### src/hdl/i2cst_slave.sv
/*
  Constants package and top module of the two-wire serial slave: 8-bit transmit,
  address/data hold, 10-bit address handshake, clock stretching and collision detect.
  Assumes open-drain pads outside (oe high pulls the line low) and a bus master
  whose SCL is slow against mclk (100 MHz); both lines are synchronised here.
*/
// Overview of operation
// RL1 - read address match: flag read, buffer, acknowledge
// RL2 - after read address ack, drop release, hold clock
// RL3 - software loads byte, then sets clock release
// RL4 - transmit bits change on clock falling edges
// RL5 - master acknowledge sampled on ninth rising edge
// RL6 - master nack: no hold, event, go idle
// RL7 - master ack: stretch until next byte released
// RL8 - event flag on ninth falling edge, software clears
// RL9 - enabled collision while sending: flag, go idle
// RL10 - address hold: stretch and event after eighth fall
// RL11 - software picks ack value, then releases clock
// RL12 - load transmit data only after address ack
// RL13 - master nacks last byte before stop
// RL14 - 10-bit address bytes set update-needed, ack, event
// RL15 - update-needed stretches; address write frees it
// RL16 - low byte mismatch: event, update-needed, no buffer
// RL17 - software rewrites address after each ack sequence
// RL18 - stretch enable: hold after every received byte
// RL19 - hold clock only once seen low; release frees
// RL20 - stretch enable holds after every acknowledge sequence
// RL21 - read request always drops release, buffer regardless
// RL22 - data hold: stretch after eighth fall of data
// RL23 - 10-bit high byte: 11110, address bits 2:1
// RL24 - ack phase flag after eighth fall, holds only; code sets it on any accepted byte while either hold enable is on
// RL25 - lines only pulled low; sda freed for ack
package i2cst_pkg;

  localparam int        BYTE_BITS       = 8;
  localparam logic [3:0] BIT_CNT_FULL   = 4'h8;
  localparam logic [4:0] TEN_BIT_PREFIX = 5'h1e; // 11110
  localparam logic [7:0] ADDR_RESET     = 8'h00;
  localparam logic [7:0] DATA_RESET     = 8'h00;

  typedef enum logic [2:0] {
    st_idle,
    st_rx,
    st_ack_out,
    st_tx_load,
    st_tx,
    st_ack_in
  } i2cst_state_t;

  typedef enum logic [1:0] {
    kind_addr,
    kind_addr_lo,
    kind_data
  } i2cst_kind_t;

endpackage : i2cst_pkg

module i2cst_slave (
  // clock and reset
  input  wire logic       mclk,
  input  wire logic       sys_rst,
  // bus pins, open drain
  input  wire logic       scl_pin,
  input  wire logic       sda_pin,
  output logic            scl_out,
  output logic            scl_oe,
  output logic            sda_out,
  output logic            sda_oe,
  // transmit bytes from software
  input  wire logic [7:0] tx_data,
  input  wire logic       tx_valid,
  output logic            tx_ready,
  // received bytes to software
  output logic      [7:0] serial_buffer,
  output logic            buffer_full,
  input  wire logic       rx_read,
  // address and control
  input  wire logic       address_write,
  input  wire logic [7:0] address_wdata,
  output logic      [7:0] slave_address_reg,
  input  wire logic       clock_release_set,
  input  wire logic       ten_bit_mode,
  input  wire logic       stretch_enable,
  input  wire logic       address_hold_enable,
  input  wire logic       data_hold_enable,
  input  wire logic       slave_collision_detect_enable,
  input  wire logic       ack_value_select,
  input  wire logic       event_clear,
  input  wire logic       collision_clear,
  // status
  output logic            clock_release,
  output logic            port_event_flag,
  output logic            bus_collision_flag,
  output logic            received_ack_flag,
  output logic            ack_phase_flag,
  output logic            read_not_write,
  output logic            data_not_address,
  output logic            address_update_needed
);

  i2cst_pkg::i2cst_state_t state_reg;
  i2cst_pkg::i2cst_kind_t  kind_reg;
  logic [7:0] shift_reg;
  logic [7:0] tx_shift_reg;
  logic [3:0] bit_cnt_reg;
  logic       scl_meta, scl_s, scl_d;
  logic       sda_meta, sda_s, sda_d;
  logic       ack_ok_reg;
  logic       hold_active_reg;
  logic       read_addr_reg;
  logic       ten_matched_reg;
  logic [7:0] buf_data;
  logic       buf_valid;
  logic       buf_pop;
  logic       scl_rise, scl_fall, start_det, stop_det;
  logic       rx_done, addr_hit, lo_hit, accept, hold8;
  logic       ack9_fall, ack_given, ack9_event, ackin_fall, collide;
  logic       hw_release_clear;

  // two flops on each pin before any logic looks at it
  always_ff @(posedge mclk) begin
    if (sys_rst) begin
      scl_meta <= 1'b1;
      scl_s    <= 1'b1;
      scl_d    <= 1'b1;
      sda_meta <= 1'b1;
      sda_s    <= 1'b1;
      sda_d    <= 1'b1;
    end else begin
      scl_meta <= scl_pin;
      scl_s    <= scl_meta;
      scl_d    <= scl_s;
      sda_meta <= sda_pin;
      sda_s    <= sda_meta;
      sda_d    <= sda_s;
    end
  end

  // bus events and byte decisions
  always_comb begin
    scl_rise   = scl_s && !scl_d;
    scl_fall   = !scl_s && scl_d;
    start_det  = scl_s && scl_d && sda_d && !sda_s;
    stop_det   = scl_s && scl_d && !sda_d && sda_s;
    rx_done    = (state_reg == i2cst_pkg::st_rx) && scl_fall && (bit_cnt_reg == i2cst_pkg::BIT_CNT_FULL);
    // 10-bit read only valid after a full high+low write match
    addr_hit   = (kind_reg == i2cst_pkg::kind_addr) && (ten_bit_mode ?
                 (shift_reg[7:3] == i2cst_pkg::TEN_BIT_PREFIX && shift_reg[2:1] == slave_address_reg[2:1]
                  && (!shift_reg[0] || ten_matched_reg)) :                                  // [RL23]
                 (shift_reg[7:1] == slave_address_reg[7:1]));
    lo_hit     = (kind_reg == i2cst_pkg::kind_addr_lo) && (shift_reg == slave_address_reg);
    accept     = rx_done && (addr_hit || lo_hit || (kind_reg == i2cst_pkg::kind_data && !buffer_full));
    hold8      = rx_done && ((addr_hit && address_hold_enable)                              // [RL10]
                 || (kind_reg == i2cst_pkg::kind_data && !buffer_full && data_hold_enable)); // [RL22]
    ack9_fall  = (state_reg == i2cst_pkg::st_ack_out) && scl_fall;
    ack_given  = ack_ok_reg && (!hold_active_reg || !ack_value_select);                     // [RL11]
    ack9_event = ack9_fall && (ack_given || kind_reg == i2cst_pkg::kind_addr_lo);          // [RL8] [RL16]
    ackin_fall = (state_reg == i2cst_pkg::st_ack_in) && scl_fall;
    collide    = (state_reg == i2cst_pkg::st_tx) && scl_rise && !sda_oe && !sda_s
                 && slave_collision_detect_enable;                                          // [RL9]
    // read address always drops release; high 10-bit write and low byte rely on update-needed
    hw_release_clear = hold8
                 || (ack9_fall && ack_given && (read_addr_reg                               // [RL2] [RL21]
                     || (stretch_enable && kind_reg == i2cst_pkg::kind_data)                // [RL18]
                     || (stretch_enable && kind_reg == i2cst_pkg::kind_addr && !ten_bit_mode)))  // [RL20]
                 || (ackin_fall && !received_ack_flag);                                     // [RL7]
    buf_pop    = (state_reg == i2cst_pkg::st_tx_load) && buf_valid;
  end

  // transmit bytes queue here so a busy shifter never drops a software write
  i2cst_pair_buf #(
    .WIDTH (8)
  ) u_tx_buf (
    .clk       (mclk),
    .rst       (sys_rst),
    .in_data   (tx_data),
    .in_valid  (tx_valid),
    .in_ready  (tx_ready),
    .out_data  (buf_data),
    .out_valid (buf_valid),
    .out_ready (buf_pop)
  );

  // byte sequencer
  always_ff @(posedge mclk) begin
    if (sys_rst) begin
      state_reg       <= i2cst_pkg::st_idle;
      kind_reg        <= i2cst_pkg::kind_addr;
      bit_cnt_reg     <= 4'h0;
      shift_reg       <= i2cst_pkg::DATA_RESET;
      tx_shift_reg    <= i2cst_pkg::DATA_RESET;
      ack_ok_reg      <= 1'b0;
      hold_active_reg <= 1'b0;
      read_addr_reg   <= 1'b0;
      ten_matched_reg <= 1'b0;
    end else if (start_det) begin
      // start or restart: the next byte is always an address
      state_reg   <= i2cst_pkg::st_rx;
      kind_reg    <= i2cst_pkg::kind_addr;
      bit_cnt_reg <= 4'h0;
    end else if (stop_det) begin
      state_reg       <= i2cst_pkg::st_idle;
      ten_matched_reg <= 1'b0;
    end else begin
      case (state_reg)
        i2cst_pkg::st_rx: begin
          if (scl_rise) begin
            shift_reg   <= {shift_reg[6:0], sda_s};
            bit_cnt_reg <= bit_cnt_reg + 4'h1;
          end else if (rx_done) begin
            if (accept || kind_reg == i2cst_pkg::kind_addr_lo) begin
              state_reg       <= i2cst_pkg::st_ack_out;
              ack_ok_reg      <= accept;       // only a low-byte mismatch answers nack here
              hold_active_reg <= hold8;
              read_addr_reg   <= addr_hit && shift_reg[0];
            end else begin
              state_reg <= i2cst_pkg::st_idle; // not us, or data overflow: no trace left
            end
            bit_cnt_reg <= 4'h0;
          end
        end
        i2cst_pkg::st_ack_out: begin
          if (ack9_fall) begin
            if (!ack_given) begin
              state_reg <= i2cst_pkg::st_idle;
            end else if (read_addr_reg) begin
              state_reg <= i2cst_pkg::st_tx_load;            // [RL1]
            end else begin
              state_reg <= i2cst_pkg::st_rx;
              if (kind_reg == i2cst_pkg::kind_addr && ten_bit_mode && !ten_matched_reg) begin
                kind_reg <= i2cst_pkg::kind_addr_lo;         // [RL14]
              end else begin
                kind_reg <= i2cst_pkg::kind_data;
              end
              if (kind_reg == i2cst_pkg::kind_addr_lo) begin
                ten_matched_reg <= 1'b1;
              end
            end
          end
        end
        i2cst_pkg::st_tx_load: begin
          // clock is held low here, so the first bit settles before release
          if (buf_valid) begin
            tx_shift_reg <= buf_data;                        // [RL3]
            bit_cnt_reg  <= 4'h0;
            state_reg    <= i2cst_pkg::st_tx;
          end
        end
        i2cst_pkg::st_tx: begin
          if (collide) begin
            state_reg <= i2cst_pkg::st_idle;                 // [RL9]
          end else if (scl_rise) begin
            bit_cnt_reg <= bit_cnt_reg + 4'h1;
          end else if (scl_fall) begin
            if (bit_cnt_reg == i2cst_pkg::BIT_CNT_FULL) begin
              state_reg <= i2cst_pkg::st_ack_in;
            end else begin
              tx_shift_reg <= {tx_shift_reg[6:0], 1'b0};     // [RL4]
            end
          end
        end
        i2cst_pkg::st_ack_in: begin
          if (ackin_fall) begin
            state_reg <= received_ack_flag ? i2cst_pkg::st_idle : i2cst_pkg::st_tx_load; // [RL6] [RL7]
          end
        end
        default: begin
          state_reg <= i2cst_pkg::st_idle;
        end
      endcase
    end
  end

  // pin drive: only ever pull low; sda freed while the master acknowledges
  always_ff @(posedge mclk) begin
    if (sys_rst) begin
      scl_out <= 1'b0;
      sda_out <= 1'b0;
      scl_oe  <= 1'b0;
      sda_oe  <= 1'b0;
    end else begin
      scl_out <= 1'b0;                                                    // [RL25]
      sda_out <= 1'b0;                                                    // [RL25]
      // never grab a high clock: that would cut the master's high time short
      scl_oe  <= (state_reg != i2cst_pkg::st_idle || address_update_needed)
                 && (!clock_release || address_update_needed) && !scl_s; // [RL19] [RL15]
      case (state_reg)
        i2cst_pkg::st_ack_out: sda_oe <= ack_given && !ack9_fall;
        i2cst_pkg::st_tx:      sda_oe <= !tx_shift_reg[7] && !collide && !(scl_fall
                                         && bit_cnt_reg == i2cst_pkg::BIT_CNT_FULL);
        default:               sda_oe <= 1'b0;                           // [RL25]
      endcase
    end
  end

  // clock release: hardware clear wins over a same-cycle software set
  always_ff @(posedge mclk) begin
    if (sys_rst) begin
      clock_release <= 1'b1;
    end else if (hw_release_clear) begin
      clock_release <= 1'b0;                                              // [RL2] [RL10] [RL22]
    end else if (clock_release_set) begin
      clock_release <= 1'b1;                                              // [RL19]
    end
  end

  // event and collision flags: set wins over clear
  always_ff @(posedge mclk) begin
    if (sys_rst) begin
      port_event_flag    <= 1'b0;
      bus_collision_flag <= 1'b0;
    end else begin
      if (hold8 || ack9_event || ackin_fall) begin
        port_event_flag <= 1'b1;                                          // [RL8] [RL6] [RL10]
      end else if (event_clear) begin
        port_event_flag <= 1'b0;
      end
      if (collide) begin
        bus_collision_flag <= 1'b1;                                       // [RL9]
      end else if (collision_clear) begin
        bus_collision_flag <= 1'b0;
      end
    end
  end

  // address register and update-needed handshake
  always_ff @(posedge mclk) begin
    if (sys_rst) begin
      slave_address_reg     <= i2cst_pkg::ADDR_RESET;
      address_update_needed <= 1'b0;
    end else begin
      if (address_write) begin
        slave_address_reg <= address_wdata;
      end
      if (ack9_fall && (kind_reg == i2cst_pkg::kind_addr_lo
          || (ack_given && kind_reg == i2cst_pkg::kind_addr && ten_bit_mode && !read_addr_reg))) begin
        address_update_needed <= 1'b1;                                    // [RL14] [RL16]
      end else if (address_write) begin
        address_update_needed <= 1'b0;                                    // [RL15]
      end
    end
  end

  // receive buffer and byte status
  always_ff @(posedge mclk) begin
    if (sys_rst) begin
      serial_buffer    <= i2cst_pkg::DATA_RESET;
      buffer_full      <= 1'b0;
      read_not_write   <= 1'b0;
      data_not_address <= 1'b0;
    end else begin
      if (accept) begin
        serial_buffer    <= shift_reg;                                    // [RL1]
        data_not_address <= (kind_reg == i2cst_pkg::kind_data);
        if (addr_hit) begin
          read_not_write <= shift_reg[0];                                 // [RL1]
        end
      end
      if (accept) begin
        buffer_full <= 1'b1;                                              // [RL16]
      end else if (rx_read) begin
        buffer_full <= 1'b0;
      end
    end
  end

  // acknowledge status and ack-phase marker
  always_ff @(posedge mclk) begin
    if (sys_rst) begin
      received_ack_flag <= 1'b0;
      ack_phase_flag    <= 1'b0;
    end else begin
      if (state_reg == i2cst_pkg::st_ack_in && scl_rise) begin
        received_ack_flag <= sda_s;                                       // [RL5]
      end
      if (accept && (address_hold_enable || data_hold_enable)) begin
        ack_phase_flag <= 1'b1;                                           // [RL24]
      end else if (ack9_fall || start_det || stop_det) begin
        ack_phase_flag <= 1'b0;
      end
    end
  end

  // checks
  scl_grab_low_a: assert property (@(posedge mclk) disable iff (sys_rst)   // [RL19]
    $rose(scl_oe) |-> !$past(scl_s)) else $error("scl pulled while seen high");
  release_frees_a: assert property (@(posedge mclk) disable iff (sys_rst)  // [RL19]
    clock_release && !address_update_needed ##1 clock_release && !address_update_needed |-> !scl_oe)
    else $error("scl held while released");
  read_ack_hold_a: assert property (@(posedge mclk) disable iff (sys_rst)  // [RL2]
    ack9_fall && ack_given && read_addr_reg |=> !clock_release && state_reg == i2cst_pkg::st_tx_load)
    else $error("read address ack did not stretch");
  ack_sample_a: assert property (@(posedge mclk) disable iff (sys_rst)     // [RL5]
    state_reg == i2cst_pkg::st_ack_in && scl_rise && !start_det && !stop_det
    |=> received_ack_flag == $past(sda_s)) else $error("master ack not captured");
  nack_idle_a: assert property (@(posedge mclk) disable iff (sys_rst)      // [RL6]
    ackin_fall && received_ack_flag && !start_det && !stop_det
    |=> state_reg == i2cst_pkg::st_idle && port_event_flag && clock_release == $past(clock_release))
    else $error("nack did not end transfer");
  ninth_event_a: assert property (@(posedge mclk) disable iff (sys_rst)    // [RL8]
    ackin_fall |=> port_event_flag) else $error("no event on ninth fall");
  collision_a: assert property (@(posedge mclk) disable iff (sys_rst)      // [RL9]
    collide && !start_det && !stop_det |=> bus_collision_flag && state_reg == i2cst_pkg::st_idle ##1 !sda_oe)
    else $error("collision not handled");
  addr_hold_a: assert property (@(posedge mclk) disable iff (sys_rst)      // [RL10]
    rx_done && addr_hit && address_hold_enable |=> !clock_release && port_event_flag && ack_phase_flag)
    else $error("address hold missing");
  update_clear_a: assert property (@(posedge mclk) disable iff (sys_rst)   // [RL15]
    address_write && !ack9_fall |=> !address_update_needed) else $error("address write kept update flag");
  tx_stable_a: assert property (@(posedge mclk) disable iff (sys_rst)      // [RL4]
    state_reg == i2cst_pkg::st_tx && $past(state_reg) == i2cst_pkg::st_tx && scl_s && $past(scl_s)
    && $past(scl_s, 2) |-> $stable(sda_oe)) else $error("sda moved while scl high");
  tx_byte_c:   cover property (@(posedge mclk) disable iff (sys_rst) ackin_fall && !received_ack_flag);
  ten_bit_c:   cover property (@(posedge mclk) disable iff (sys_rst) ack9_fall && kind_reg == i2cst_pkg::kind_addr_lo);
  collision_c: cover property (@(posedge mclk) disable iff (sys_rst) collide);

endmodule : i2cst_slave

### src/hdl/i2cst_pair_buf.sv
/*
  Two-entry buffer with valid/ready on both sides, used in the transmit byte path.
  Assumes a single clock and a synchronous, active-high reset from the instantiating block.
*/
module i2cst_pair_buf #(
  parameter int WIDTH = 8
) (
  // clock and reset
  input  wire logic             clk,
  input  wire logic             rst,
  // filling side
  input  wire logic [WIDTH-1:0] in_data,
  input  wire logic             in_valid,
  output logic                  in_ready,
  // draining side
  output logic      [WIDTH-1:0] out_data,
  output logic                  out_valid,
  input  wire logic             out_ready
);

  logic [WIDTH-1:0] head_reg;
  logic [WIDTH-1:0] tail_reg;
  logic [1:0]       count_reg;
  logic [1:0]       count_next;
  logic             push;
  logic             pop;

  // handshakes and next occupancy
  always_comb begin
    push       = in_valid && in_ready;
    pop        = out_valid && out_ready;
    count_next = count_reg;
    if (push && !pop) begin
      count_next = count_reg + 2'h1;
    end else if (pop && !push) begin
      count_next = count_reg - 2'h1;
    end
  end

  // occupancy and flags, all registered so ports come from flops
  always_ff @(posedge clk) begin
    if (rst) begin
      count_reg <= 2'h0;
      in_ready  <= 1'b1;
      out_valid <= 1'b0;
    end else begin
      count_reg <= count_next;
      in_ready  <= (count_next != 2'h2); // full stalls the writer, no word lost
      out_valid <= (count_next != 2'h0);
    end
  end

  // storage: head always holds the oldest word
  always_ff @(posedge clk) begin
    if (rst) begin
      head_reg <= '0;
      tail_reg <= '0;
    end else if (pop) begin
      head_reg <= (count_reg == 2'h2) ? tail_reg : in_data;
      if (push && count_reg == 2'h2) begin
        tail_reg <= in_data;
      end
    end else if (push) begin
      if (count_reg == 2'h0) begin
        head_reg <= in_data;
      end else begin
        tail_reg <= in_data;
      end
    end
  end

  assign out_data = head_reg;

endmodule : i2cst_pair_buf

### config.mk
export PLATFORM = sky130hd
export DESIGN_NAME = i2cst_slave
export DESIGN_NICKNAME = d
export VERILOG_FILES = /design/src/hdl/i2cst_slave.sv /design/src/hdl/i2cst_pair_buf.sv
export SDC_FILE = /design/constraint.sdc
export NUM_CORES = 1
export LEC_CHECK = 0
export ABC_AREA = 1
export BUFFER_PORTS_ARGS = -buffer_cell sky130_fd_sc_hd__buf_2
export CORE_ASPECT_RATIO = 1.25
export CORE_UTILIZATION = 50
export DETAILED_ROUTE_END_ITERATION = 8
export GPL_TIMING_DRIVEN = 0
export PLACE_DENSITY = 0.68
export REMOVE_ABC_BUFFERS = 1
export SETUP_SLACK_MARGIN = 0.2
export SYNTH_ARGS = -nofsm -noshare
export SYNTH_HDL_FRONTEND = slang
export SYNTH_SLANG_ARGS = --single-unit
export TNS_END_PERCENT = 5
### constraint.sdc
create_clock -name mclk -period 1.9 [get_ports mclk]
set_input_delay 0.38 -clock mclk [delete_from_list [all_inputs] [get_ports mclk]]
set_output_delay 0.38 -clock mclk [all_outputs]
set_load 0.005 [all_outputs]
==> flow_summary_export.csv, run 1 <==
group,metric,value,unit
run_status,outcome,"finished, final reports clean",
clocking,clk_path_buf_depth,2,
global_routing,grt_max_degree,52,
worst_setup_path,critPathRequiredTime,2150,ps
run,cap_violations,0,
timing,rsz0062_at_grt,"true",
clocking,cts_hold_buf,0,
drt,firstDrtPassIters,4,
worst_setup_path,critical_path.startpoint_type,"flip-flop",
placement,hpwl,5620,um
drt,ant_nets,0,
logic_synthesis,avgSynthCellArea,7.52,um^2
timing,setup_viol,0,
clocking,clkLatencyLatePin,360,ps
die,io-pin-count,62,
timing,worst_pin_slew,741,ps
global_routing,antenna_found_initial,0,
placement,dp_cells,620,
logic_synthesis,ys.warnings.count,0,
die,fp.dieArea,7660,um^2
clocking,cts_tree,"yes",
worst_setup_path,crit_fanout,5,
global_routing,grt_pass1_wl,13600,um
logic_synthesis,postSynthCellCount,486,
timing,min_period,1740,ps
global_routing,grt_overflow,0,
die,coreArea,7020,um^2
worst_setup_path,critPathArrivalTime,1990,ps
cells_and_area,syn_to_final_growth,21.1,%
die,rows,34,
global_routing,grt.total_usage,22.2,%
power,ir_drop,0.566,mV
drt,drc,0,
logic_synthesis,synth_compound_area_share,18.9,%
power,leakagePower,1.90,nW
clocking,htree_levels,3,
clocking,clock_sinks,82,
cells_and_area,num_antenna_cells,0,
global_routing,grt_pass1_vias,3104,
logic_synthesis,synth_top_family_by_area,"simple AND/OR/NAND/NOR gates",
logic_synthesis,synth_top_flop_cell,"dfxtp_1",
worst_setup_path,path_cells,"nor2_2, nand2_2, nor2_4, nand4_4, nand2_2, nor2_2, nor2_4, inv_2, nand2_1, nand3_1, nand2_1, inv_1",
logic_synthesis,synthAdderAreaFrac,1.37,%
worst_setup_path,cp_slowest_stage_delay,370,ps
clocking,clk_pin_slew,80,ps
clocking,cts_buffers,9,
cells_and_area,n_fill_cell,660,
logic_synthesis,synth-simple-area-share,23.6,%
logic_synthesis,ys_seq_area_share,44.9,%
timing,final.setup.tns,0,ps
worst_setup_path,crit_type,"flip-flop to flip-flop",
timing,fin_skew,13.4,ps
logic_synthesis,synth_enable_flop_cells,0,
drt,drt_iter0_drc,151,
drt,vias_per_cell,5.12,
cells_and_area,fin_cells,642,
power,p_per_area,920,nW/um^2
cells_and_area,layout_common_cells,"nand2_1 (77), dfxtp_1 (70), buf_2 (58), a21oi_1 (48), o21ai_0 (45)",
timing,hold_viol,0,
logic_synthesis,synth_xor_area_share,1.92,%
die,die_width,78.5,um
cells_and_area,final_layout_size_suffix_gt1_share,29.9,%
logic_synthesis,ys_async_sr_fraction,0,%
drt,vias,3284,
drt,drt_wl_total,8140,um
placement,gp_congestion,0.849,
logic_synthesis,synth_mux_area_share,0.308,%
cells_and_area,layout_commonest_cell,"nand2_1",
die,start_util,52.1,%
worst_setup_path,critPathCaptureType,"flip-flop",
timing,maxSlewViolCount,0,
timing,fmax,574,MHz
logic_synthesis,synth_cell_types,41,
drt,routedWlPerCell,12.7,um
die,dieHeight,97.6,um
timing,slew_headroom,50.5,%
logic_synthesis,ys_ff_latch,82,
clocking,clockRootBuffer,"clkbuf_8",
logic_synthesis,syn_area,3650,um^2
placement,io_buffer_count,59,
cells_and_area,nets,583,
cells_and_area,final_core_util,63.0,%
worst_setup_path,critPathSlowestCell,"dfxtp_2",
timing,finalCritPeriodShare,91.7,%
worst_hold_path,hold_path_class,"primary input to flip-flop",
==> area by class of cell <==
type                            instances  area, um^2  area share [%]
Clock inverter                          4        52.6            1.19
Tap cell                               90         113            2.55
Timing Repair Buffer                   65         355            8.03
Inverter                               59         243            5.49
Multi-Input combinational cell        330        1860            42.1
Sequential cell                        82        1660            37.6
Clock buffer                           12         135            3.05
==> stage by stage <==
stage | hold WS [ps] | total power (W) | worst slack [ps] | cell area (um^2)
after detailed placement | 398 | 0.00271 | -374 | 3970
after global placement | 397 | 0.00269 | -356 | 3970
after floorplan | 389 | 0.00251 | 232 | 3560
after CTS | 189 | 0.00398 | 135 | 4230
final | 199 | 0.00407 | 158 | 4420
after global routing | 197 | 0.00428 | 39.1 | 4420
==> cell usage after synthesis (2+ instances only) <==
| cell type | n | area [um^2] |
|---|---|---|
| a21oi_1 | 48 | 240 |
| a31oi_1 | 9 | 56.3 |
| buf_2 | 2 | 10.0 |
| buf_4 | 4 | 30.0 |
| buf_6 | 3 | 33.8 |
| clkbuf_1 | 6 | 22.5 |
| dfxtp_1 | 82 | 1640 |
| ha_1 | 4 | 50.1 |
| inv_1 | 48 | 180 |
| inv_2 | 10 | 37.5 |
| nand2_1 | 87 | 327 |
| nand2_2 | 5 | 31.3 |
| nand3_1 | 11 | 55.1 |
| nand3_2 | 2 | 20.0 |
| nand4_1 | 3 | 18.8 |
| nor2_1 | 55 | 206 |
| nor2_2 | 5 | 31.3 |
| nor2_4 | 3 | 33.8 |
| nor3_1 | 6 | 30.0 |
| nor3_2 | 3 | 30.0 |
| o211ai_1 | 8 | 60.1 |
| o21ai_0 | 50 | 250 |
| o21ai_1 | 5 | 25.0 |
| or2_2 | 4 | 25.0 |
| xnor2_1 | 4 | 35.0 |
| xor2_1 | 4 | 35.0 |
==> cell families after synthesis <==
group,count (synthesis)
AOI/OAI and AO/OA,127
adders and majority gates,4
and+or+nand+nor,188
DFF,82
xor gates and xnor gates,8
buffers and inverters,75
other,1
muxes,1
==> critical path, delay by kind of cell, from the launching register on <==
family                 cells  cell delay (ps)
AND/OR/NAND/NOR           10             1160
buffers and inverters      2              110
flip-flops                 1              370
==> what timing repair did <==
| action | 4_1_cts | 5_1_grt |
|---|---|---|
| endpoints found under the setup margin | 57 | 71 |
| setup buffers | 4 | 2 |
| resized for setup | 8 | 66 |
| pin swaps | 1 | 20 |
==> final timing paths <==
| path | end | depth (start not counted) | slack [ps] | from |
|---|---|---|---|---|
| min | sda_meta | 2 | 200 | sda_pin |
| max reg2reg | state_reg[0] | 12 | 160 | state_reg[1] |
| min reg2reg | sda_s | 1 | 420 | sda_meta |
| max | state_reg[0] | 12 | 160 | state_reg[1] |
==> power by group <==
group          internal [W]  total [W]  leakage, nW  switching, W
registers           0.00187    0.00199        0.673      0.000113
logic              0.000316   0.000839         1.13      0.000523
clock network      0.000612    0.00125       0.0945      0.000634
==> layer usage <==
metal  up-vias  track usage, %  part of all wire (%)
met1      1496            26.1                    44
li1       1719               -                     -
met3        11            3.19                   2.5
met4         0            11.5                   1.9
met2        58            38.7                    51
met5         -               0                     0
(Power assumes the default switching activity.)
==> run 2: changes to the inputs <==
--- a/config.mk
+++ b/config.mk
@@ -13,7 +13,7 @@
 export GPL_TIMING_DRIVEN = 0
 export PLACE_DENSITY = 0.68
 export REMOVE_ABC_BUFFERS = 1
-export SETUP_SLACK_MARGIN = 0.2
+export SETUP_SLACK_MARGIN = 0.4
 export SYNTH_ARGS = -nofsm -noshare
 export SYNTH_HDL_FRONTEND = slang
 export SYNTH_SLANG_ARGS = --single-unit
==> run 2 against run 1 <==
Sequential share of layout area down 1.7 points. Sequential cell count unchanged. Combinational power up 12%. First-iteration DRC count up 47%. Core utilization up 3.3 points. Critical path type unchanged. Critical endpoint unchanged.
==> flow_summary_export.csv, run 2 (same netlist as run 1, synthesis figures left out) <==
group,metric,value,unit
worst_hold_path,hold_path_class,"primary input to flip-flop",
placement,gp_congestion,0.849,
clocking,clockRootBuffer,"clkbuf_8",
timing,setup_viol,0,
worst_setup_path,critPathArrivalTime,1920,ps
die,dieHeight,97.6,um
die,io-pin-count,62,
power,leakagePower,2.04,nW
drt,firstDrtPassIters,4,
timing,hold_viol,0,
drt,drc,0,
global_routing,grt.total_usage,22.8,%
drt,vias_per_cell,5.15,
worst_setup_path,crit_fanout,5,
clocking,cts_tree,"yes",
cells_and_area,layout_commonest_cell,"nand2_1",
placement,io_buffer_count,59,
clocking,clkLatencyLatePin,360,ps
worst_setup_path,critPathRequiredTime,2150,ps
clocking,clk_path_buf_depth,2,
power,ir_drop,0.542,mV
cells_and_area,nets,605,
cells_and_area,final_layout_size_suffix_gt1_share,33.4,%
timing,fin_skew,10.9,ps
cells_and_area,syn_to_final_growth,27.4,%
timing,fmax,600,MHz
worst_setup_path,critPathSlowestCell,"dfxtp_4",
run_status,outcome,"finished, final reports clean",
drt,drt_wl_total,8650,um
drt,vias,3421,
power,p_per_area,898,nW/um^2
drt,routedWlPerCell,13.0,um
cells_and_area,num_antenna_cells,0,
worst_setup_path,critPathCaptureType,"flip-flop",
clocking,clock_sinks,82,
timing,setup_ws,234,ps
clocking,cts_buffers,9,
global_routing,grt_overflow,0,
timing,finalCritPeriodShare,87.7,%
timing,final.setup.tns,0,ps
timing,worst_pin_slew,524,ps
timing,slew_headroom,65.1,%
worst_setup_path,cp.buffers_inverters,2,
global_routing,grt_max_degree,52,
placement,dpl_worst_slack,-374,ps
die,die_width,78.5,um
drt,ant_nets,0,
worst_setup_path,critical_path.most_common_cell,"nor2_4",
clocking,htree_levels,3,
worst_setup_path,crit_type,"flip-flop to flip-flop",
die,rows,34,
die,coreArea,7020,um^2
timing,min_period,1670,ps
global_routing,grt_pass1_wl,14000,um
global_routing,grt_pass1_vias,3178,
placement,hpwl,5620,um
run,cap_violations,0,
worst_setup_path,critical_path.startpoint_type,"flip-flop",
global_routing,antenna_found_initial,0,
worst_setup_path,path_cells,"nor2_4, nand2_4, nor2_4, nand4_4, nand2_4, nor2_2, nor2_4, inv_2, nand2_1, nand3_1, nand2_1, inv_1",
worst_setup_path,critPathTopFamily,"simple AND/OR/NAND/NOR gates",
timing,rsz0062_at_grt,"true",
clocking,clk_pin_slew,80,ps
die,fp.dieArea,7660,um^2
timing,maxSlewViolCount,0,
worst_setup_path,cp_slowest_stage_delay,390,ps
die,start_util,52.1,%
cells_and_area,layout_common_cells,"nand2_1 (80), dfxtp_1 (65), buf_2 (59), nor2_1 (50), a21oi_1 (48)",
drt,drt_iter0_drc,222,
[run 2: per-layer routing]
metal | global-route usage (%) | routed length, um | vias to the layer above
met5 | 0 | 0 | -
met3 | 3.10 | 249 | 15
met1 | 26.7 | 3810 | 1581
li1 | - | - | 1759
met2 | 40.2 | 4410 | 66
met4 | 11.4 | 180 | 0
[run 2: worst reg2reg max path, delay by kind of cell (launching register included)]
family,cells,cell delay [ps]
simple gates,10,1070
flops,1,390
buf+inv,2,120
[run 2: worst paths after layout]
path / slack [ps] / to / startpoint / depth (start not counted)
max: 230 / state_reg[0] / state_reg[0] / 12
min: 200 / sda_meta / sda_pin / 2
max reg2reg: 230 / state_reg[0] / state_reg[0] / 12
min reg2reg: 420 / sda_s / sda_meta / 1
[run 2: layout make-up]
type / instances / area (um^2)
inverter: 59 / 243
fill: 604 / 2360
sequential: 82 / 1670
multi-input combinational: 330 / 1910
timing repair buffer: 85 / 519
tap: 90 / 113
timing repair inverter: 2 / 15.0
clock inverter: 4 / 52.6
clock buffer: 12 / 135
[run 2: repair_timing]
action | CTS | global route
gates resized for setup | 22 | 70
hold buffers | 0 | 0
setup buffers | 12 | 14
setup endpoints to repair | 75 | 77
gates cloned | 0 | 2
pin swaps | 9 | 21
[run 2: through the flow]
stage,hold slack (ps),cells,util (%),power [W],instance area [um^2]
2_1_floorplan,389,471,-,0.00251,3560
3_5_place_dp,398,620,56.5,0.00271,3970
5_1_grt,193,664,66.3,0.00440,4660
3_3_place_gp,397,620,56.5,0.00269,3970
6_report,200,664,66.3,0.00418,4660
4_1_cts,189,648,61.7,0.00406,4330
[run 2: power by group]
part           internal, W  switching, W
clock             0.000612      0.000632
sequential         0.00187      0.000123
combinational     0.000385      0.000554
total              0.00287       0.00131
